### src/include/csr_params.svh
`ifndef CSR_PARAMS_SVH
`define CSR_PARAMS_SVH

`define CSR_IDX_DATA_LO 8'ha0
`define CSR_IDX_DATA_HI 8'ha1
`define CSR_IDX_CTRL 8'ha2
`define CSR_IDX_START 8'ha3
`define CSR_IDX_IRQ_STS 8'ha4
`define CSR_IDX_IRQ_CLR 8'ha5
`define CSR_IDX_IRQ_EN 8'ha6
`define CSR_IDX_PIN_MODE 8'ha7

`define CSR_SEL_SYS 2'h0
`define CSR_SEL_HALF 2'h1
`define CSR_SEL_TMR 2'h2
`define CSR_SEL_EXT 2'h3

`define CSR_CTL_ORDER 2
`define CSR_CTL_RSVD_VAL 1'b1
`define CSR_START_BIT 0
`define CSR_IRQ_DONE_BIT 0
`define CSR_PM_SIN 0
`define CSR_PM_SERIAL_OUT_PIN 1
`define CSR_PM_SCLK 2

`define CSR_LAST_BIT 4'h7
`define CSR_NIB_RST 4'h0
`define CSR_SEL_RST 2'h0
`define CSR_PM_RST 3'h0
`define CSR_SCLK_IDLE 1'b1
`define CSR_SERIAL_OUT_PIN_RST 1'b0

`endif

### src/include/csr_pkg.sv
package csr_pkg;

    typedef logic [31:0] csr_word_t;
    typedef logic [3:0] csr_nib_t;

    typedef struct packed {
        logic [7:0] sdata;
        logic [1:0] sel;
        logic order;
        logic start;
        logic [2:0] pmode;
        logic ien;
        logic ists;
        logic [3:0] cnt;
        logic sclk;
        logic serial_out_pin;
        logic prev;
        logic ack;
        csr_nib_t rdata;
    } csr_state_s;

endpackage

### src/hw/csr_sync.sv
`timescale 1ns/1ps
// two-flop synchroniser for pin inputs
module csr_sync #(
    parameter logic RST_VAL = 1'b0
) (
    input wire logic clock,
    input wire logic rst_n,
    input wire logic din,
    output logic dout
);
    logic meta_reg;
    logic sync_reg;

    always_ff @(posedge clock or negedge rst_n) begin
        if (!rst_n) begin
            meta_reg <= RST_VAL;
            sync_reg <= RST_VAL;
        end else begin
            meta_reg <= din;
            sync_reg <= meta_reg;
        end
    end

    assign dout = sync_reg;
endmodule // csr_sync

### src/hw/csr_tick.sv
`timescale 1ns/1ps
`include "csr_params.svh"
// master shift clock source tick: while start is set, each tick toggles the shift clock unless the start register is written
module csr_tick (
    input wire logic clock,
    input wire logic rst_n,
    input wire logic [1:0] sel,
    input wire logic timer1_ovf,
    output logic tick
);
    logic div_reg;

    always_ff @(posedge clock or negedge rst_n) begin
        if (!rst_n) begin
            div_reg <= 1'b0;
        end else begin
            div_reg <= ~div_reg;
        end
    end

    always_comb begin
        case (sel)
            `CSR_SEL_SYS: tick = 1'b1;
            `CSR_SEL_HALF: tick = div_reg;
            `CSR_SEL_TMR: tick = timer1_ovf;
            default: tick = 1'b0;
        endcase
    end
endmodule // csr_tick

### src/hw/csr_top.sv
// The implementer's own choice: register access over Avalon-MM.
`timescale 1ns/1ps
`include "csr_params.svh"
module csr_top #(
    parameter int ADDR_W = 10
) (
    input wire logic clock,
    input wire logic arst_n,
    input wire logic [ADDR_W-1:0] address,
    input wire logic read,
    input wire logic write,
    input wire csr_pkg::csr_word_t writedata,
    output csr_pkg::csr_word_t readdata,
    output logic waitrequest,
    input wire logic timer1_ovf,
    input wire logic serial_in_pin_i,
    input wire logic sclk_i,
    output logic serial_out_pin_o,
    output logic serial_out_pin_oe,
    output logic sclk_o,
    output logic sclk_oe,
    output logic irq
);
    import csr_pkg::*;

    ////////////////////////////////////////////////////////////////////////
    // reset release

    logic [1:0] rst_pipe_reg;
    logic rst_n;

    always_ff @(posedge clock or negedge arst_n) begin
        if (!arst_n) begin
            rst_pipe_reg <= 2'h0;
        end else begin
            rst_pipe_reg <= {rst_pipe_reg[0], 1'b1};
        end
    end

    assign rst_n = rst_pipe_reg[1];

    ////////////////////////////////////////////////////////////////////////
    // pin synchronisers and clock source

    logic sin_sync;
    logic sclk_sync;
    logic tick;
    csr_state_s st_reg;
    csr_state_s st_next;

    csr_sync #(.RST_VAL(1'b0)) u_sin_sync (
        .clock(clock),
        .rst_n(rst_n),
        .din(serial_in_pin_i),
        .dout(sin_sync)
    );

    csr_sync #(.RST_VAL(`CSR_SCLK_IDLE)) u_sclk_sync (
        .clock(clock),
        .rst_n(rst_n),
        .din(sclk_i),
        .dout(sclk_sync)
    );

    csr_tick u_tick (
        .clock(clock),
        .rst_n(rst_n),
        .sel(st_reg.sel),
        .timer1_ovf(timer1_ovf),
        .tick(tick)
    );

    ////////////////////////////////////////////////////////////////////////
    // helpers

    function automatic logic out_bit(input logic [7:0] d, input logic lsb_first);
        out_bit = lsb_first ? d[0] : d[7];
    endfunction

    function automatic logic [7:0] shift_in(input logic [7:0] d, input logic lsb_first,
                                            input logic b);
        shift_in = lsb_first ? {b, d[7:1]} : {d[6:0], b};
    endfunction

    function automatic csr_nib_t rd_nib(input logic [7:0] idx, input csr_state_s s);
        case (idx)
            `CSR_IDX_DATA_LO: rd_nib = s.sdata[3:0];
            `CSR_IDX_DATA_HI: rd_nib = s.sdata[7:4];
            `CSR_IDX_CTRL: rd_nib = {`CSR_CTL_RSVD_VAL, s.order, s.sel};
            `CSR_IDX_START: rd_nib = {3'h0, s.start};
            `CSR_IDX_IRQ_STS: rd_nib = {3'h0, s.ists};
            `CSR_IDX_IRQ_EN: rd_nib = {3'h0, s.ien};
            `CSR_IDX_PIN_MODE: rd_nib = {1'b0, s.pmode};
            default: rd_nib = 4'h0;
        endcase
    endfunction

    localparam csr_state_s ST_RST = '{
        sdata: {`CSR_NIB_RST, `CSR_NIB_RST},
        sel: `CSR_SEL_RST,
        order: 1'b0,
        start: 1'b0,
        pmode: `CSR_PM_RST,
        ien: 1'b0,
        ists: 1'b0,
        cnt: 4'h0,
        sclk: `CSR_SCLK_IDLE,
        serial_out_pin: `CSR_SERIAL_OUT_PIN_RST,
        prev: `CSR_SCLK_IDLE,
        ack: 1'b0,
        rdata: 4'h0
    };

    ////////////////////////////////////////////////////////////////////////
    // next state

    logic req;
    logic take_wr;
    logic [7:0] idx;
    logic master;
    logic sclk_in;
    logic sin_in;
    logic fall_ev;
    logic rise_ev;
    logic done;

    assign req = read | write;
    assign take_wr = write & st_reg.ack;
    assign idx = address[9:2];
    assign master = (st_reg.sel != `CSR_SEL_EXT);
    assign sclk_in = st_reg.pmode[`CSR_PM_SCLK] ? sclk_sync : `CSR_SCLK_IDLE;
    assign sin_in = st_reg.pmode[`CSR_PM_SIN] & sin_sync;

    always_comb begin
        st_next = st_reg;
        fall_ev = 1'b0;
        rise_ev = 1'b0;
        done = 1'b0;
        st_next.ack = req & ~st_reg.ack;
        if (req & ~st_reg.ack & read) begin
            st_next.rdata = rd_nib(idx, st_reg);
        end
        st_next.prev = sclk_in;
        if (master) begin
            fall_ev = st_reg.start & tick & st_reg.sclk;
            rise_ev = st_reg.start & tick & ~st_reg.sclk;
            st_next.sclk = st_reg.start & tick ? ~st_reg.sclk : st_reg.sclk;
        end else begin
            fall_ev = st_reg.start & st_reg.prev & ~sclk_in;
            rise_ev = st_reg.start & ~st_reg.prev & sclk_in;
            st_next.sclk = `CSR_SCLK_IDLE;
        end
        if (fall_ev) begin
            st_next.serial_out_pin = out_bit(st_reg.sdata, st_reg.order);
        end
        if (rise_ev) begin
            st_next.sdata = shift_in(st_reg.sdata, st_reg.order, sin_in);
            st_next.cnt = st_reg.cnt + 4'h1;
            if (st_reg.cnt == `CSR_LAST_BIT) begin
                done = 1'b1;
                st_next.cnt = 4'h0;
                st_next.start = 1'b0;
            end
        end
        if (take_wr) begin
            case (idx)
                `CSR_IDX_DATA_LO: st_next.sdata[3:0] = writedata[3:0];
                `CSR_IDX_DATA_HI: st_next.sdata[7:4] = writedata[3:0];
                `CSR_IDX_CTRL: begin
                    st_next.sel = writedata[1:0];
                    st_next.order = writedata[`CSR_CTL_ORDER];
                end
                `CSR_IDX_START: begin
                    st_next.start = writedata[`CSR_START_BIT];
                    st_next.cnt = 4'h0;
                    st_next.sclk = `CSR_SCLK_IDLE;
                end
                `CSR_IDX_IRQ_EN: st_next.ien = writedata[`CSR_IRQ_DONE_BIT];
                `CSR_IDX_PIN_MODE: st_next.pmode = writedata[2:0];
                default: begin
                end
            endcase
        end
        if (take_wr && idx == `CSR_IDX_IRQ_CLR && writedata[`CSR_IRQ_DONE_BIT]) begin
            st_next.ists = 1'b0;
        end
        if (done) begin
            st_next.ists = 1'b1;
        end
    end

    always_ff @(posedge clock or negedge rst_n) begin
        if (!rst_n) begin
            st_reg <= ST_RST;
        end else begin
            st_reg <= st_next;
        end
    end

    ////////////////////////////////////////////////////////////////////////
    // outputs

    assign waitrequest = req & ~st_reg.ack;
    assign readdata = {28'h0, st_reg.rdata};
    assign sclk_o = st_reg.sclk;
    assign sclk_oe = st_reg.pmode[`CSR_PM_SCLK] & master;
    assign serial_out_pin_o = st_reg.serial_out_pin;
    assign serial_out_pin_oe = st_reg.pmode[`CSR_PM_SERIAL_OUT_PIN];
    assign irq = st_reg.ists & st_reg.ien;
endmodule // csr_top

### config.mk
export PLATFORM = sky130hd
export DESIGN_NAME = csr_top
export DESIGN_NICKNAME = d
export VERILOG_FILES = /design/src/include/csr_pkg.sv /design/src/hw/csr_sync.sv /design/src/hw/csr_tick.sv /design/src/hw/csr_top.sv
export VERILOG_INCLUDE_DIRS = /design/src /design/src/include
export SDC_FILE = /design/constraint.sdc
export NUM_CORES = 1
export LEC_CHECK = 0
export BUFFER_PORTS_ARGS = -buffer_cell sky130_fd_sc_hd__buf_2
export CAP_MARGIN = 10
export CORE_ASPECT_RATIO = 1.25
export CORE_MARGIN = 1.5
export CORE_UTILIZATION = 52
export DETAILED_ROUTE_END_ITERATION = 8
export GPL_ROUTABILITY_DRIVEN = 1
export GPL_TIMING_DRIVEN = 0
export MAX_ROUTING_LAYER = met4
export PLACE_DENSITY = 0.9
export SYNTH_ARGS = -nofsm -noshare
export SYNTH_HDL_FRONTEND = slang
export SYNTH_HIERARCHICAL = 1
export SYNTH_SLANG_ARGS = --single-unit
### constraint.sdc
create_clock -name clock -period 2.9 [get_ports clock]
set_input_delay 0.145 -clock clock [delete_from_list [all_inputs] [get_ports clock]]
set_output_delay 0.145 -clock clock [all_outputs]
set_load 0.05 [all_outputs]
==> results_tabular.tex, run 1 <==
\begin{tabular}{lr}
\hline
Metric & Value \\
\hline
\multicolumn{2}{l}{\textbf{Floorplan}} \\
\quad Initial cell density of the core & 0.5502 \\
\quad Core Box Area & 0.003847 mm2 \\
\quad Die ar. & approximately 0.0045 mm2 \\
\quad Count of boundary I/O pins & between 80 and 90 \\
\quad Die Width & 60.07 um \\
\quad Die H & between 70 and 80 um \\
\quad FP Rows & 25 \\
\multicolumn{2}{l}{\textbf{Global route}} \\
\quad Via count of the first global-routing pass & roughly 1,600 \\
\quad First-pass GRT wire length & approximately 7000 um \\
\quad Number of antenna violations at the first check in global routing & 0 \\
\quad Aggregate global-route resource usage & 0.2203 \\
\quad Overflow left after global routing & 0 \\
\quad Largest net degree at the start of global routing & 19 \\
\multicolumn{2}{l}{\textbf{Clock tree}} \\
\quad Num CTS Buffers & 5 \\
\quad Worst-skew pair later-pin latency & slightly below 0.3 ns \\
\quad Maximum clock path buffer count & 2 \\
\quad Cell at the root of the clock tree & sky130\_fd\_sc\_hd\_\_clkbuf\_8 \\
\quad Clock Sinks & 36 \\
\quad Number of buffers inserted to repair setup after CTS & 0 \\
\quad TritonCTS clock tree & built \\
\quad Level count of the clock H-tree & 2 \\
\quad Gates resized, CTS repair & 0 \\
\quad Clk pin slew, worst setup/hold paths & about 0.07 ns \\
\multicolumn{2}{l}{\textbf{Logic synthesis}} \\
\quad Share of the synthesized area in the top cell type & 0.3783 \\
\quad Netlist area before placement & roughly 0.0021 mm2 \\
\quad Synth unique cells & between 40 and 50 \\
\quad Dominant synthesized flop cell & sky130\_fd\_sc\_hd\_\_dfrtp\_1 \\
\quad Synthesized instance count & about 220 \\
\quad Number of warnings reported in the yosys synthesis log & 6 \\
\quad Combinational family with the most area after synthesis & simple AND/OR/NAND/NOR gates \\
\quad Seq/Total Area, Yosys & 0.4279 \\
\quad Post-synthesis xor/xnor area fraction & 0 \\
\quad Share of synthesized area spent on multiplexers & 0.05201 \\
\quad Area fraction in compound gates after synthesis & 0.1738 \\
\quad Post-synth top area cell & sky130\_fd\_sc\_hd\_\_dfrtp\_1 \\
\quad Post-Synth Simple-Gate Area & 0.1868 \\
\quad Ranking of synthesized cells by area & sky130\_fd\_sc\_hd\_\_dfrtp\_1, sky130\_fd\_sc\_hd\_\_buf\_4, sky130\_fd\_sc\_hd\_\_dfstp\_2 \\
\quad Number of synthesized register bits & 36 \\
\quad Share of synthesized registers carrying an async set or reset & 1.000 \\
\quad Average footprint of a synthesized cell & approximately 9.8 um2 \\
\quad EDFF count, synth & 0 \\
\quad Post-Synth Adder-Cell Area & 0.01773 \\
\multicolumn{2}{l}{\textbf{Critical path}} \\
\quad Kind of end point of the critical path & flip-flop \\
\quad Top fanout value on the critical path & 10 \\
\quad Arrival @ worst endpoint & roughly 2.4 ns \\
\quad Required time at the endpoint of the critical path & 3.09 ns \\
\quad Kind of critical path & flip-flop to flip-flop \\
\quad Startpoint kind of the worst setup timing path & flip-flop \\
\multicolumn{2}{l}{\textbf{STA}} \\
\quad Peak clock frequency supported by timing & roughly 0.45 GHz \\
\quad Unrepaired setup endpoints after global routing & false \\
\quad Final WS setup & between 0.6 and 0.7 ns \\
\quad Final critical delay including setup and external delays & around 2.2 ns \\
\quad Final hold vios & 0 \\
\quad Clock Skews & 0.005339 ns \\
\quad Number of endpoints failing setup at the final stage & 0 \\
\quad Transition at the pin with the smallest max-transition slack & 0.7771 ns \\
\quad Worst hold slack & 0.09326 ns \\
\quad Worst-case headroom to the max-slew limit & 0.4819 \\
\quad Final Max Tran Viols & 0 \\
\quad Ratio of final minimum period to clock period & 0.7607 \\
\quad Total Negative Setup Slacks & 0 ns \\
\multicolumn{2}{l}{\textbf{Run status}} \\
\quad Outcome & complete, no violations \\
\multicolumn{2}{l}{\textbf{Routing}} \\
\quad Starting DRT DRC Count & 80 \\
\quad Uppermost layer routed & met4 \\
\quad Total routed wire length on the met1 layer & 1856 um \\
\quad Antenna violation net count after detailed routing & 0 \\
\quad First-pass detailed-route iteration total & 4 \\
\quad Met3 Wirelength & $\sim$240 um \\
\quad Met2 Routed Length & between 2000 and 2500 um \\
\quad DRT Wirelength & 4498 um \\
\quad Drt wl/cell & approximately 13 um \\
\quad Via-to-Cell Ratio & between 5 and 6 \\
\quad Count of unresolved DRC violations after routing & 0 \\
\quad Total via count in the routed design & roughly 1,700 \\
\multicolumn{2}{l}{\textbf{Final layout}} \\
\quad Layout cells sized above 1 & 0.2817 \\
\quad Post-layout instance area & approximately 0.0026 mm2 \\
\quad Number of flip-flops in the largest register & 22 \\
\quad Count of fill cells added during filler insertion & 309 \\
\quad Finished Core Util & 0.6784 \\
\quad Antenna cells & 0 \\
\quad Layout overhead on the synthesized area & 23.29\% \\
\quad Net count of the finished layout & around 340 \\
\multicolumn{2}{l}{\textbf{Worst hold path}} \\
\quad Hold crit path type & primary input to flip-flop \\
\multicolumn{2}{l}{\textbf{Place}} \\
\quad Placer congestion estimate & $\sim$0.86 \\
\quad Placed instance area & roughly 0.0025 mm2 \\
\quad Post-Place Worst Slack & around 0.70 ns \\
\quad Post-DP HPWL & about 3400 um \\
\quad Port Buffers & 28 \\
\multicolumn{2}{l}{\textbf{Pwr}} \\
\quad Power Density & approximately 540 mW/mm2 \\
\quad Static leakage & $\sim$1.3 nW \\
\quad Worst IR Drop VDD & approximately 0.00028 V \\
\multicolumn{2}{l}{\textbf{Job}} \\
\quad MaxCap Viol Count & 0 \\
\hline
\end{tabular}
## synthesized netlist by cell type, types with 4 or more instances
master and count:
sky130_fd_sc_hd__a211oi_1 7, sky130_fd_sc_hd__a21oi_1 6, sky130_fd_sc_hd__and2_1 6, sky130_fd_sc_hd__buf_4 33, sky130_fd_sc_hd__clkbuf_1 6, sky130_fd_sc_hd__dfrtp_1 32, sky130_fd_sc_hd__dfstp_2 4, sky130_fd_sc_hd__inv_1 6
sky130_fd_sc_hd__mux2_1 8, sky130_fd_sc_hd__nand2_1 21, sky130_fd_sc_hd__nand3_1 4, sky130_fd_sc_hd__nor2_1 10, sky130_fd_sc_hd__nor2b_1 9, sky130_fd_sc_hd__o21ai_0 8, sky130_fd_sc_hd__o2bb2ai_1 5, sky130_fd_sc_hd__o31ai_1 6
## kinds of logic (layout without fill, tap and decap cells)
family	after synthesis	count (layout)
AND/OR/NAND/NOR	72	72
AO/OA/AOI/OAI	49	49
buffers and inverters	45	85
flip-flops	36	36
multiplexers	10	10
adder cells (fa/ha/maj)	3	3
other	2	29
## power by group
part           internal [mW]  leakage [nW]  total, mW  switching (mW)
logic                  0.107         0.760      0.314           0.207
registers              0.557         0.475      0.611          0.0542
clock network          0.303        0.0645      0.482           0.179
## layer usage
metal	up-vias	GRT usage
li1	839	-
met1	783	0.2609
met2	61	0.3563
met3	10	0.05217
met4	0	0.09136
met5	-	-
## metrics by stage
step | power, mW | cells
finish | 1.408 | 338
global route | 1.472 | 338
CTS | 1.409 | 338
detailed placement | 0.9217 | 327
global placement | 0.9063 | 326
floorplan | 0.8508 | 244
## cell usage in the layout (no fill, tap or decap), types with 7 or more instances in the layout
cell | synthesis | layout
sky130_fd_sc_hd__nor2_1 | 10 | 10
sky130_fd_sc_hd__buf_4 | 33 | 33
sky130_fd_sc_hd__conb_1 | 2 | 29
sky130_fd_sc_hd__clkbuf_8 | 0 | 7
sky130_fd_sc_hd__nand2_1 | 21 | 21
sky130_fd_sc_hd__buf_2 | 0 | 28
sky130_fd_sc_hd__mux2_1 | 8 | 8
sky130_fd_sc_hd__a211oi_1 | 7 | 7
sky130_fd_sc_hd__nor2b_1 | 9 | 9
sky130_fd_sc_hd__dfrtp_1 | 32 | 32
sky130_fd_sc_hd__o21ai_0 | 8 | 8
## critical path: stages (launching register included)
cell and delay, ns:
sky130_fd_sc_hd__dfrtp_1 0.52, sky130_fd_sc_hd__nand2b_1 0.15, sky130_fd_sc_hd__a22oi_1 0.05, sky130_fd_sc_hd__and2_1 0.17, sky130_fd_sc_hd__ha_1 0.17, sky130_fd_sc_hd__a21boi_2 0.17, sky130_fd_sc_hd__a41oi_4 0.29, sky130_fd_sc_hd__buf_4 0.23
sky130_fd_sc_hd__a211oi_1 0.06, sky130_fd_sc_hd__o31ai_1 0.28
## cell type report
| cell class | instances | area (um2) | share of cell area |
|---|---|---|---|
| tap | 54 | 67.56 | 0.02589 |
| inverter | 6 | 22.52 | 0.008629 |
| timing repair buffer | 32 | 197.7 | 0.07574 |
| sequential | 36 | 905.9 | 0.3471 |
| multi-input combinational | 163 | 1020 | 0.3907 |
| clock buffer | 7 | 96.34 | 0.03691 |
| buffer | 39 | 270.3 | 0.1035 |
| clock inverter | 1 | 30.03 | 0.01151 |
## repair_timing
item | CTS | global route
setup endpoints to repair | 0 | 0
hold endpoints to repair | 4 | 0
hold buffers | 3 | 0
## final timing paths
path                                      start                   end  slack [ns]  depth (start not counted)
worst max-delay path                 st_reg[19]            st_reg[23]        0.69                          9
worst min-delay path               writedata[3]            st_reg[24]        0.09                          3
worst max register to register       st_reg[19]            st_reg[23]        0.69                          9
worst min register to register  rst_pipe_reg[1]            st_reg[25]        0.32                          0
max in group asynchronous       rst_pipe_reg[1]  u_sclk_sync/meta_reg        1.95                          1
min in group asynchronous                arst_n       rst_pipe_reg[1]        0.16                          2
Note: power is estimated with default switching activity, not from simulation.
==> run 2, diff against run 1 <==
--- a/config.mk
+++ b/config.mk
@@ -6,16 +6,17 @@
 export SDC_FILE = /design/constraint.sdc
 export NUM_CORES = 1
 export LEC_CHECK = 0
+export ABC_AREA = 1
 export BUFFER_PORTS_ARGS = -buffer_cell sky130_fd_sc_hd__buf_2
 export CAP_MARGIN = 10
 export CORE_ASPECT_RATIO = 1.25
 export CORE_MARGIN = 1.5
-export CORE_UTILIZATION = 52
+export CORE_UTILIZATION = 49
 export DETAILED_ROUTE_END_ITERATION = 8
 export GPL_ROUTABILITY_DRIVEN = 1
 export GPL_TIMING_DRIVEN = 0
 export MAX_ROUTING_LAYER = met4
-export PLACE_DENSITY = 0.9
+export PLACE_DENSITY = 0.85
 export SYNTH_ARGS = -nofsm -noshare
 export SYNTH_HDL_FRONTEND = slang
 export SYNTH_HIERARCHICAL = 1
==> constraint.sdc (replaced) <==
create_clock -name clock -period 2.2 [get_ports clock]
set_input_delay 0.11 -clock clock [delete_from_list [all_inputs] [get_ports clock]]
set_output_delay 0.11 -clock clock [all_outputs]
set_load 0.05 [all_outputs]
==> run 2 against run 1 <==
Effect of this change: routed wire length is 4.4% higher; area after synthesis is 5.6% higher; cell count is 22% higher; synthesized cell count is 33% higher; combinational power is 39% higher; fmax is 24% higher; critical path type unchanged; design area is 3.5% higher; largest power group unchanged; critical endpoint is now st_reg[24].
==> results_tabular.tex, run 2 <==
\begin{tabular}{lr}
\hline
Metric & Value \\
\hline
\multicolumn{2}{l}{\textbf{Final layout}} \\
\quad Area used by multi-input combinational logic & 0.001013 mm2 (-0.61\%) \\
\quad Seq. cell area & 905.9 um2 (unchanged) \\
\quad Layout overhead on the synthesized area & 20.83\% \\
\quad Finished Core Util & 0.6148 (-0.06356) \\
\quad Post-layout instance area & 0.002700 mm2 (+3.5\%) \\
\quad Antenna cells & 0 (unchanged) \\
\quad Net count of the finished layout & 407 (+21\%) \\
\quad Count of fill cells added during filler insertion & 415 (+34\%) \\
\quad Layout cells sized above 1 & 0.2725 (-0.009218) \\
\quad Most common library cell in the layout ignoring fill and taps & sky130\_fd\_sc\_hd\_\_nand2\_1 \\
\quad Leading cell types in the layout, fill and taps excluded & sky130\_fd\_sc\_hd\_\_nand2\_1, sky130\_fd\_sc\_hd\_\_inv\_1, sky130\_fd\_sc\_hd\_\_buf\_4, sky130\_fd\_sc\_hd\_\_dfrtp\_1, sky130\_fd\_sc\_hd\_\_buf\_2 \\
\quad Number of flip-flops in the largest register & 22 (unchanged) \\
\multicolumn{2}{l}{\textbf{Global route}} \\
\quad Aggregate global-route resource usage & 0.2077 (-0.01258) \\
\quad Largest net degree at the start of global routing & 21 (+2) \\
\quad Via count of the first global-routing pass & 1,863 (+18\%) \\
\quad First-pass GRT wire length & 7935 um (+12\%) \\
\quad Number of antenna violations at the first check in global routing & 0 (unchanged) \\
\quad Overflow left after global routing & 0 (unchanged) \\
\multicolumn{2}{l}{\textbf{Critical path}} \\
\quad Number of cells on the worst reg-to-reg path & 12 (+3) \\
\quad Cells traversed along the worst timing path & nand2\_1 -> nand2\_1 -> nand2\_1 -> nand2\_1 -> inv\_1 -> ha\_1 -> or2\_4 -> nand2\_4 -> buf\_12 -> nand2\_1 -> nand2\_1 -> o22ai\_2 \\
\quad Required time at the endpoint of the critical path & 2.37 ns (-0.72 ns) \\
\quad Kind of critical path & flip-flop to flip-flop \\
\quad Kind of end point of the critical path & flip-flop \\
\quad Biggest cell delay along the critical path & 0.47 ns (-0.05 ns) \\
\quad Top fanout value on the critical path & 10 (unchanged) \\
\quad Arrival @ worst endpoint & 1.94 ns (-0.45 ns) \\
\quad Startpoint kind of the worst setup timing path & flip-flop \\
\quad Most numerous cell on the critical path & sky130\_fd\_sc\_hd\_\_nand2\_1 \\
\quad Cell with the largest stage delay on the worst path & sky130\_fd\_sc\_hd\_\_dfrtp\_1 \\
\multicolumn{2}{l}{\textbf{STA}} \\
\quad Final Max Tran Viols & 0 (unchanged) \\
\quad Transition at the pin with the smallest max-transition slack & 0.7096 ns (-0.06746 ns) \\
\quad Clock Skews & 0.005427 ns (+0.00008768 ns) \\
\quad Number of endpoints failing setup at the final stage & 0 (unchanged) \\
\quad Final hold vios & 0 (unchanged) \\
\quad Ratio of final minimum period to clock period & 0.8066 (+0.04591) \\
\quad Worst-case headroom to the max-slew limit & 0.5269 (+0.04497) \\
\quad Final critical delay including setup and external delays & 1.775 ns (-0.4315 ns) \\
\quad Unrepaired setup endpoints after global routing & false \\
\quad Peak clock frequency supported by timing & 0.5635 GHz (+24\%) \\
\quad Total Negative Setup Slacks & 0 ns (unchanged) \\
\multicolumn{2}{l}{\textbf{Clock tree}} \\
\quad Clk pin slew, worst setup/hold paths & 0.07 ns (about the same) \\
\quad Level count of the clock H-tree & 2 (unchanged) \\
\quad Maximum clock path buffer count & 2 (unchanged) \\
\quad Worst-skew pair later-pin latency & 0.29 ns (about the same) \\
\quad Gates resized, CTS repair & 0 (unchanged) \\
\quad Cell at the root of the clock tree & sky130\_fd\_sc\_hd\_\_clkbuf\_8 \\
\quad Clock Sinks & 36 (unchanged) \\
\quad TritonCTS clock tree & built \\
\quad Num CTS Buffers & 5 (unchanged) \\
\quad Hold-fix buffers, CTS & 3 (unchanged) \\
\quad Number of buffers inserted to repair setup after CTS & 0 (unchanged) \\
\multicolumn{2}{l}{\textbf{Place}} \\
\quad Placed instance area & 0.002576 mm2 (+5.0\%) \\
\quad Port Buffers & 28 (unchanged) \\
\quad Placer congestion estimate & 0.8803 (+2.2\%) \\
\quad Post-DP HPWL & 3650 um (+8.3\%) \\
\multicolumn{2}{l}{\textbf{Routing}} \\
\quad Starting DRT DRC Count & 109 (+36\%) \\
\quad Via-to-Cell Ratio & 4.729 (-5.6\%) \\
\quad Count of unresolved DRC violations after routing & 0 (unchanged) \\
\quad First-pass detailed-route iteration total & 4 (unchanged) \\
\quad DRT Wirelength & 4697 um (+4.4\%) \\
\quad Total via count in the routed design & 1,958 (+16\%) \\
\quad Antenna violation net count after detailed routing & 0 (unchanged) \\
\quad Drt wl/cell & 11.35 um (-15\%) \\
\multicolumn{2}{l}{\textbf{Logic synthesis}} \\
\quad Dominant synthesized flop cell & sky130\_fd\_sc\_hd\_\_dfrtp\_1 \\
\quad Number of synthesized register bits & 36 (unchanged) \\
\quad Ranking of synthesized cells by instance count & sky130\_fd\_sc\_hd\_\_nand2\_1, sky130\_fd\_sc\_hd\_\_inv\_1, sky130\_fd\_sc\_hd\_\_buf\_4, sky130\_fd\_sc\_hd\_\_dfrtp\_1, sky130\_fd\_sc\_hd\_\_nor2\_1 \\
\quad Netlist area before placement & 0.002235 mm2 (+5.6\%) \\
\quad Average footprint of a synthesized cell & 7.732 um2 (-21\%) \\
\quad Seq/Total Area, Yosys & 0.4054 (-0.02252) \\
\quad Synth unique cells & 31 (-35\%) \\
\quad Ranking of synthesized cells by area & sky130\_fd\_sc\_hd\_\_dfrtp\_1, sky130\_fd\_sc\_hd\_\_nand2\_1, sky130\_fd\_sc\_hd\_\_buf\_4 \\
\quad EDFF count, synth & 0 (unchanged) \\
\quad Synthesized instance count & 289 (+33\%) \\
\quad Post-synth top area cell & sky130\_fd\_sc\_hd\_\_dfrtp\_1 \\
\quad Number of warnings reported in the yosys synthesis log & 6 (unchanged) \\
\quad Most frequent cell after synthesis & sky130\_fd\_sc\_hd\_\_nand2\_1 \\
\quad Share of synthesized registers carrying an async set or reset & 1.000 (unchanged) \\
\quad Share of the synthesized area in the top cell type & 0.3583 (-0.01991) \\
\multicolumn{2}{l}{\textbf{Worst hold path}} \\
\quad Number of cells traversed by the worst hold path & 3 (unchanged) \\
\quad Hold crit path type & primary input to flip-flop \\
\multicolumn{2}{l}{\textbf{Pwr}} \\
\quad Proportion of power drawn by the clock network & 0.288 (-0.055) \\
\quad Net Sw Power & 0.5881 mW (+33\%) \\
\quad Switching power as a share of total power & 0.3459 (+0.03279) \\
\quad Power Density & 629.7 mW/mm2 (+17\%) \\
\quad Sum of internal, switching and leakage power & 1.700 mW (+21\%) \\
\quad Static leakage & 1.526 nW (+17\%) \\
\quad Worst IR Drop VDD & 0.0004240 V (+51\%) \\
\quad Pint & 1.112 mW (+15\%) \\
\quad Share of total power in sequential cells & 0.456 (+0.022) \\
\quad Part of the power in combinational logic & 0.256 (+0.033) \\
\multicolumn{2}{l}{\textbf{Floorplan}} \\
\quad Die H & 78.50 um (+5.6\%) \\
\quad Core Box Area & 0.004392 mm2 (+14\%) \\
\quad Initial cell density of the core & 0.5088 (-0.04141) \\
\quad Die Width & 63.40 um (+5.5\%) \\
\quad FP Rows & 27 (+8.0\%) \\
\quad Count of boundary I/O pins & 87 (unchanged) \\
\quad Die ar. & 0.004977 mm2 (+11\%) \\
\multicolumn{2}{l}{\textbf{Run status}} \\
\quad Outcome & complete, no violations \\
\multicolumn{2}{l}{\textbf{Job}} \\
\quad MaxCap Viol Count & 0 (unchanged) \\
\hline
\end{tabular}
-- run 2: changes by cell type after synthesis, moves of 5 or more --
| cell | change |
|---|---|
| sky130_fd_sc_hd__o21ai_0 | +13 |
| sky130_fd_sc_hd__o31ai_1 | -6 |
| sky130_fd_sc_hd__o2bb2ai_1 | -5 |
| sky130_fd_sc_hd__nand3_1 | +21 |
| sky130_fd_sc_hd__clkbuf_1 | -6 |
| sky130_fd_sc_hd__mux2_1 | -8 |
| sky130_fd_sc_hd__a211oi_1 | -7 |
| sky130_fd_sc_hd__nor2b_1 | -9 |
| sky130_fd_sc_hd__inv_1 | +29 |
| sky130_fd_sc_hd__nor2_1 | +17 |
| sky130_fd_sc_hd__and2_1 | -6 |
| sky130_fd_sc_hd__nand2_1 | +44 |
-- run 2: cells by family (layout without fill, tap and decap cells) --
group | Yosys count | count (layout) | synth area share
adders and majority gates | 3 | 3 | 0.01680
other | 2 | 29 | 0.003361
buffers and inverters | 72 | 112 | 0.1865
DFF | 36 | 36 | 0.4054
and+or+nand+nor | 136 | 136 | 0.2822
AOI/OAI and AO/OA | 40 | 40 | 0.1058
-- run 2: cell type report --
cell class	instances	area share
flip-flops and latches	36	0.3355
well taps	58	0.02688
clock buffers	7	0.03197
multi-input cells	208	0.3753
repair buffers	32	0.07322
clock inverters	1	0.002780
inverters	36	0.05005
plain buffers	36	0.1043
-- run 2: final timing paths --
kind,from,end,slack (ns)
max,st_reg[20],st_reg[24],0.43
min reg2reg,rst_pipe_reg[1],serial_out_pin_o,0.30
min in group asynchronous,arst_n,rst_pipe_reg[0],0.13
max reg2reg,st_reg[20],st_reg[24],0.43
min,writedata[0],st_reg[19],0.08
max in group asynchronous,rst_pipe_reg[1],sclk_o,1.29
-- run 2: metrics by stage --
stage          hold WS, ns  worst slack (ns)  std cells
5_1_grt            0.07740            0.2436        414
2_1_floorplan      -0.1856            0.4900        316
3_5_place_dp       -0.1032            0.4224        403
3_3_place_gp       -0.1048            0.4628        402
6_report           0.07916            0.4255        414
4_1_cts            0.07411            0.4080        414
-- run 2: metal layers --
| metal | track usage | wire, um | up-vias |
|---|---|---|---|
| met5 | - | 0 | - |
| met4 | 0.07826 | 63 | 0 |
| met3 | 0.03868 | 308 | 10 |
| met2 | 0.3811 | 2417 | 86 |
| met1 | 0.2196 | 1907 | 872 |
| li1 | - | - | 990 |
-- run 2: power by group through the flow --
stage,combinational [mW],clock [mW],sequential [mW]
2_1_floorplan,0.307,0,0.819
3_3_place_gp,0.406,0,0.788
3_5_place_dp,0.429,0,0.786
4_1_cts,0.435,0.499,0.774
5_1_grt,0.473,0.530,0.781
6_report,0.436,0.490,0.775
-- run 2: worst max-delay path, delay by kind of cell, from the launching register on --
kind / cells / cell delay, ns
adder cells (fa/ha/maj): 1 / 0.19
AO/OA/AOI/OAI: 1 / 0.07
buffers and inverters: 2 / 0.20
flip-flops: 1 / 0.47
AND/OR/NAND/NOR: 8 / 0.73
==> run 3, diff against run 2 <==
--- a/config.mk
+++ b/config.mk
@@ -6,12 +6,12 @@
 export SDC_FILE = /design/constraint.sdc
 export NUM_CORES = 1
 export LEC_CHECK = 0
-export ABC_AREA = 1
+export ABC_AREA = 0
 export BUFFER_PORTS_ARGS = -buffer_cell sky130_fd_sc_hd__buf_2
 export CAP_MARGIN = 10
 export CORE_ASPECT_RATIO = 1.25
 export CORE_MARGIN = 1.5
-export CORE_UTILIZATION = 49
+export CORE_UTILIZATION = 48
 export DETAILED_ROUTE_END_ITERATION = 8
 export GPL_ROUTABILITY_DRIVEN = 1
 export GPL_TIMING_DRIVEN = 0
==> constraint.sdc (replaced) <==
create_clock -name clock -period 1.76 [get_ports clock]
set_input_delay 0.088 -clock clock [delete_from_list [all_inputs] [get_ports clock]]
set_output_delay 0.088 -clock clock [all_outputs]
set_load 0.05 [all_outputs]
==> run 3 against run 2 <==
Effect of this change: the flow now finishes with violations (negative setup slack); die area down 3.1%; fmax down 6.8%; core utilization up 4.4 points; routed wire length up 0.32%; count of clock-buffer cells in the layout unchanged; critical path type unchanged.
==> results_tabular.tex, run 3 (synthesized netlist as in run 1, its figures left out) <==
\begin{tabular}{lr}
\hline
Metric & Value \\
\hline
\multicolumn{2}{l}{\textbf{Critical path}} \\
\quad Top fanout value on the critical path & 6 (-4) \\
\quad Cells traversed along the worst timing path & nand2b\_4 -> a22oi\_2 -> and2\_4 -> ha\_4 -> a21boi\_4 -> a41oi\_4 -> or4\_4 -> a21oi\_2 \\
\quad Number of cells on the worst reg-to-reg path & 8 (-4) \\
\quad Required time at the endpoint of the critical path & 1.99 ns (-0.38 ns) \\
\quad Kind of end point of the critical path & flip-flop \\
\quad Startpoint kind of the worst setup timing path & flip-flop \\
\quad Arrival @ worst endpoint & 2.13 ns (+0.19 ns) \\
\quad Cell with the largest stage delay on the worst path & sky130\_fd\_sc\_hd\_\_or4\_4 \\
\quad Kind of critical path & flip-flop to flip-flop \\
\quad Biggest cell delay along the critical path & 0.45 ns (-0.02 ns) \\
\multicolumn{2}{l}{\textbf{Final layout}} \\
\quad Leading cell types in the layout, fill and taps excluded & sky130\_fd\_sc\_hd\_\_buf\_4, sky130\_fd\_sc\_hd\_\_dfrtp\_1, sky130\_fd\_sc\_hd\_\_conb\_1 \\
\quad Layout overhead on the synthesized area & 29.49\% \\
\quad Count of fill cells added during filler insertion & 351 (-15\%) \\
\quad Net count of the finished layout & 342 (-16\%) \\
\quad Most common library cell in the layout ignoring fill and taps & sky130\_fd\_sc\_hd\_\_buf\_4 \\
\quad Finished Core Util & 0.6584 (+0.04354) \\
\quad Number of flip-flops in the largest register & 22 (unchanged) \\
\quad Layout cells sized above 1 & 0.3608 (+0.08835) \\
\quad Antenna cells & 0 (unchanged) \\
\multicolumn{2}{l}{\textbf{Routing}} \\
\quad First-pass detailed-route iteration total & 4 (unchanged) \\
\quad DRT Wirelength & 4712 um (+0.32\%) \\
\quad Starting DRT DRC Count & 118 (+8.3\%) \\
\quad Via-to-Cell Ratio & 5.112 (+8.1\%) \\
\quad Total via count in the routed design & 1,774 (-9.4\%) \\
\quad Count of unresolved DRC violations after routing & 0 (unchanged) \\
\quad Drt wl/cell & 13.58 um (+20\%) \\
\quad Antenna violation net count after detailed routing & 0 (unchanged) \\
\multicolumn{2}{l}{\textbf{Worst hold path}} \\
\quad Number of cells traversed by the worst hold path & 3 (unchanged) \\
\quad Hold crit path type & primary input to flip-flop \\
\multicolumn{2}{l}{\textbf{Run status}} \\
\quad Outcome & finished, violations left \\
\quad Violations in the final reports & negative setup slack \\
\multicolumn{2}{l}{\textbf{STA}} \\
\quad Final critical delay including setup and external delays & 1.904 ns (+0.1295 ns) \\
\quad Worst-case headroom to the max-slew limit & 0.4304 (-0.09649) \\
\quad Final hold vios & 0 (unchanged) \\
\quad Number of endpoints failing setup at the final stage & 14 (+14) \\
\quad Final Max Tran Viols & 0 (unchanged) \\
\quad Worst hold slack & 0.03021 ns (-0.04894 ns) \\
\quad Transition at the pin with the smallest max-transition slack & 0.8544 ns (+0.1447 ns) \\
\quad Peak clock frequency supported by timing & 0.5252 GHz (-6.8\%) \\
\quad Ratio of final minimum period to clock period & 1.082 (+0.2752) \\
\quad Clock Skews & 0.01219 ns (+0.006767 ns) \\
\quad Unrepaired setup endpoints after global routing & true \\
\quad Final WS setup & -0.1440 ns (-0.5695 ns) \\
\multicolumn{2}{l}{\textbf{Clock tree}} \\
\quad Clock Sinks & 36 (unchanged) \\
\quad Worst-skew pair later-pin latency & 0.30 ns (about the same) \\
\quad Cell at the root of the clock tree & sky130\_fd\_sc\_hd\_\_clkbuf\_8 \\
\quad Clk pin slew, worst setup/hold paths & 0.07 ns (about the same) \\
\quad Num CTS Buffers & 5 (unchanged) \\
\quad TritonCTS clock tree & built \\
\quad Level count of the clock H-tree & 2 (unchanged) \\
\quad Maximum clock path buffer count & 2 (unchanged) \\
\multicolumn{2}{l}{\textbf{Pwr}} \\
\quad Sum of internal, switching and leakage power & 2.133 mW (+25\%) \\
\quad Power Density & 778.1 mW/mm2 (+24\%) \\
\quad Worst IR Drop VDD & 0.0005234 V (+23\%) \\
\quad Static leakage & 1.339 nW (-12\%) \\
\multicolumn{2}{l}{\textbf{Floorplan}} \\
\quad Count of boundary I/O pins & 87 (unchanged) \\
\quad Core Box Area & 0.004164 mm2 (-5.2\%) \\
\quad Die H & 77.25 um (-1.6\%) \\
\quad Die Width & 62.40 um (-1.6\%) \\
\quad FP Rows & 26 (-3.7\%) \\
\quad Die ar. & 0.004820 mm2 (-3.1\%) \\
\quad Initial cell density of the core & 0.5084 (about the same) \\
\multicolumn{2}{l}{\textbf{Global route}} \\
\quad Via count of the first global-routing pass & 1,640 (-12\%) \\
\quad Overflow left after global routing & 0 (unchanged) \\
\quad Number of antenna violations at the first check in global routing & 0 (unchanged) \\
\quad Aggregate global-route resource usage & 0.2101 (+0.002380) \\
\quad First-pass GRT wire length & 7741 um (-2.4\%) \\
\quad Largest net degree at the start of global routing & 20 (-4.8\%) \\
\multicolumn{2}{l}{\textbf{Place}} \\
\quad Placer congestion estimate & 0.8976 (+2.0\%) \\
\quad Port Buffers & 28 (unchanged) \\
\quad Post-DP HPWL & 3424 um (-6.2\%) \\
\quad Post-Place Worst Slack & -0.3521 ns (-0.7745 ns) \\
\multicolumn{2}{l}{\textbf{Job}} \\
\quad MaxCap Viol Count & 0 (unchanged) \\
\hline
\end{tabular}
## run 3: changes by cell type in the layout (fill, tap and decap cells not counted), sizes merged, moves of 7 or more
cell	previous run	this run
mux2	0	8
nand2	70	21
nor2	31	10
a211oi	0	7
inv	36	6
nand3	28	4
o21ai	29	11
nor2b	0	9
## run 3: area by class of cell
| class | instances | area [um2] | area share |
|---|---|---|---|
| Buffer | 39 | 275.3 | 0.1004 |
| Clock buffer | 7 | 76.32 | 0.02784 |
| Clock inverter | 1 | 5.005 | 0.001826 |
| Inverter | 6 | 22.52 | 0.008215 |
| Multi-Input combinational cell | 163 | 1130 | 0.4121 |
| Sequential cell | 36 | 908.4 | 0.3314 |
| Tap cell | 56 | 70.07 | 0.02556 |
| Timing Repair Buffer | 39 | 254.0 | 0.09265 |
## run 3: final timing paths
path	to	startpoint	slack [ns]
worst max register to register	st_reg[11]	st_reg[19]	-0.14
worst max-delay path	st_reg[11]	st_reg[19]	-0.14
max in group asynchronous	st_reg[19]	rst_pipe_reg[1]	0.83
worst min register to register	st_reg[14]	rst_pipe_reg[1]	0.35
worst min-delay path	st_reg[24]	writedata[3]	0.03
min in group asynchronous	rst_pipe_reg[0]	arst_n	0.10
## run 3: layer usage
metal  global-route usage  vias to the layer above  share of wire
li1                     -                      859              -
met1               0.2369                      837           0.38
met2               0.3624                       66           0.54
met3              0.05132                       12          0.056
met4              0.07333                        0          0.021
met5                    -                        -              0
## run 3: what timing repair did
| item | in CTS | in global routing |
|---|---|---|
| gates resized for setup | 5 | 13 |
| pin swaps | 2 | 9 |
| hold buffers | 3 | 0 |
| endpoints found under the hold margin | 4 | 0 |
| cloned | 1 | 0 |
| endpoints found under the setup margin | 15 | 14 |
| setup buffers | 5 | 1 |
## run 3: stage by stage
step | cell area (um2) | cells | TNS (ns)
after floorplan | 2270 | 244 | -0.5385
after global placement | 2480 | 328 | -2.654
after detailed placement | 2507 | 329 | -3.304
after CTS | 2676 | 346 | -1.391
after global routing | 2741 | 347 | -2.524
final | 2741 | 347 | -1.098
## run 3: power breakdown
group          switching [mW]  total [mW]  internal, mW
registers              0.0930        1.01         0.918
clock network           0.292       0.570         0.278
logic                   0.358       0.552         0.194
total                   0.743        2.13          1.39
## run 3: worst max-delay path: cells and delay by family, from the launching register on
kind	cells	cell delay, ns
AO/OA/AOI/OAI	4	0.52
AND/OR/NAND/NOR	3	0.76
flip-flops	1	0.43
adder cells (fa/ha/maj)	1	0.11
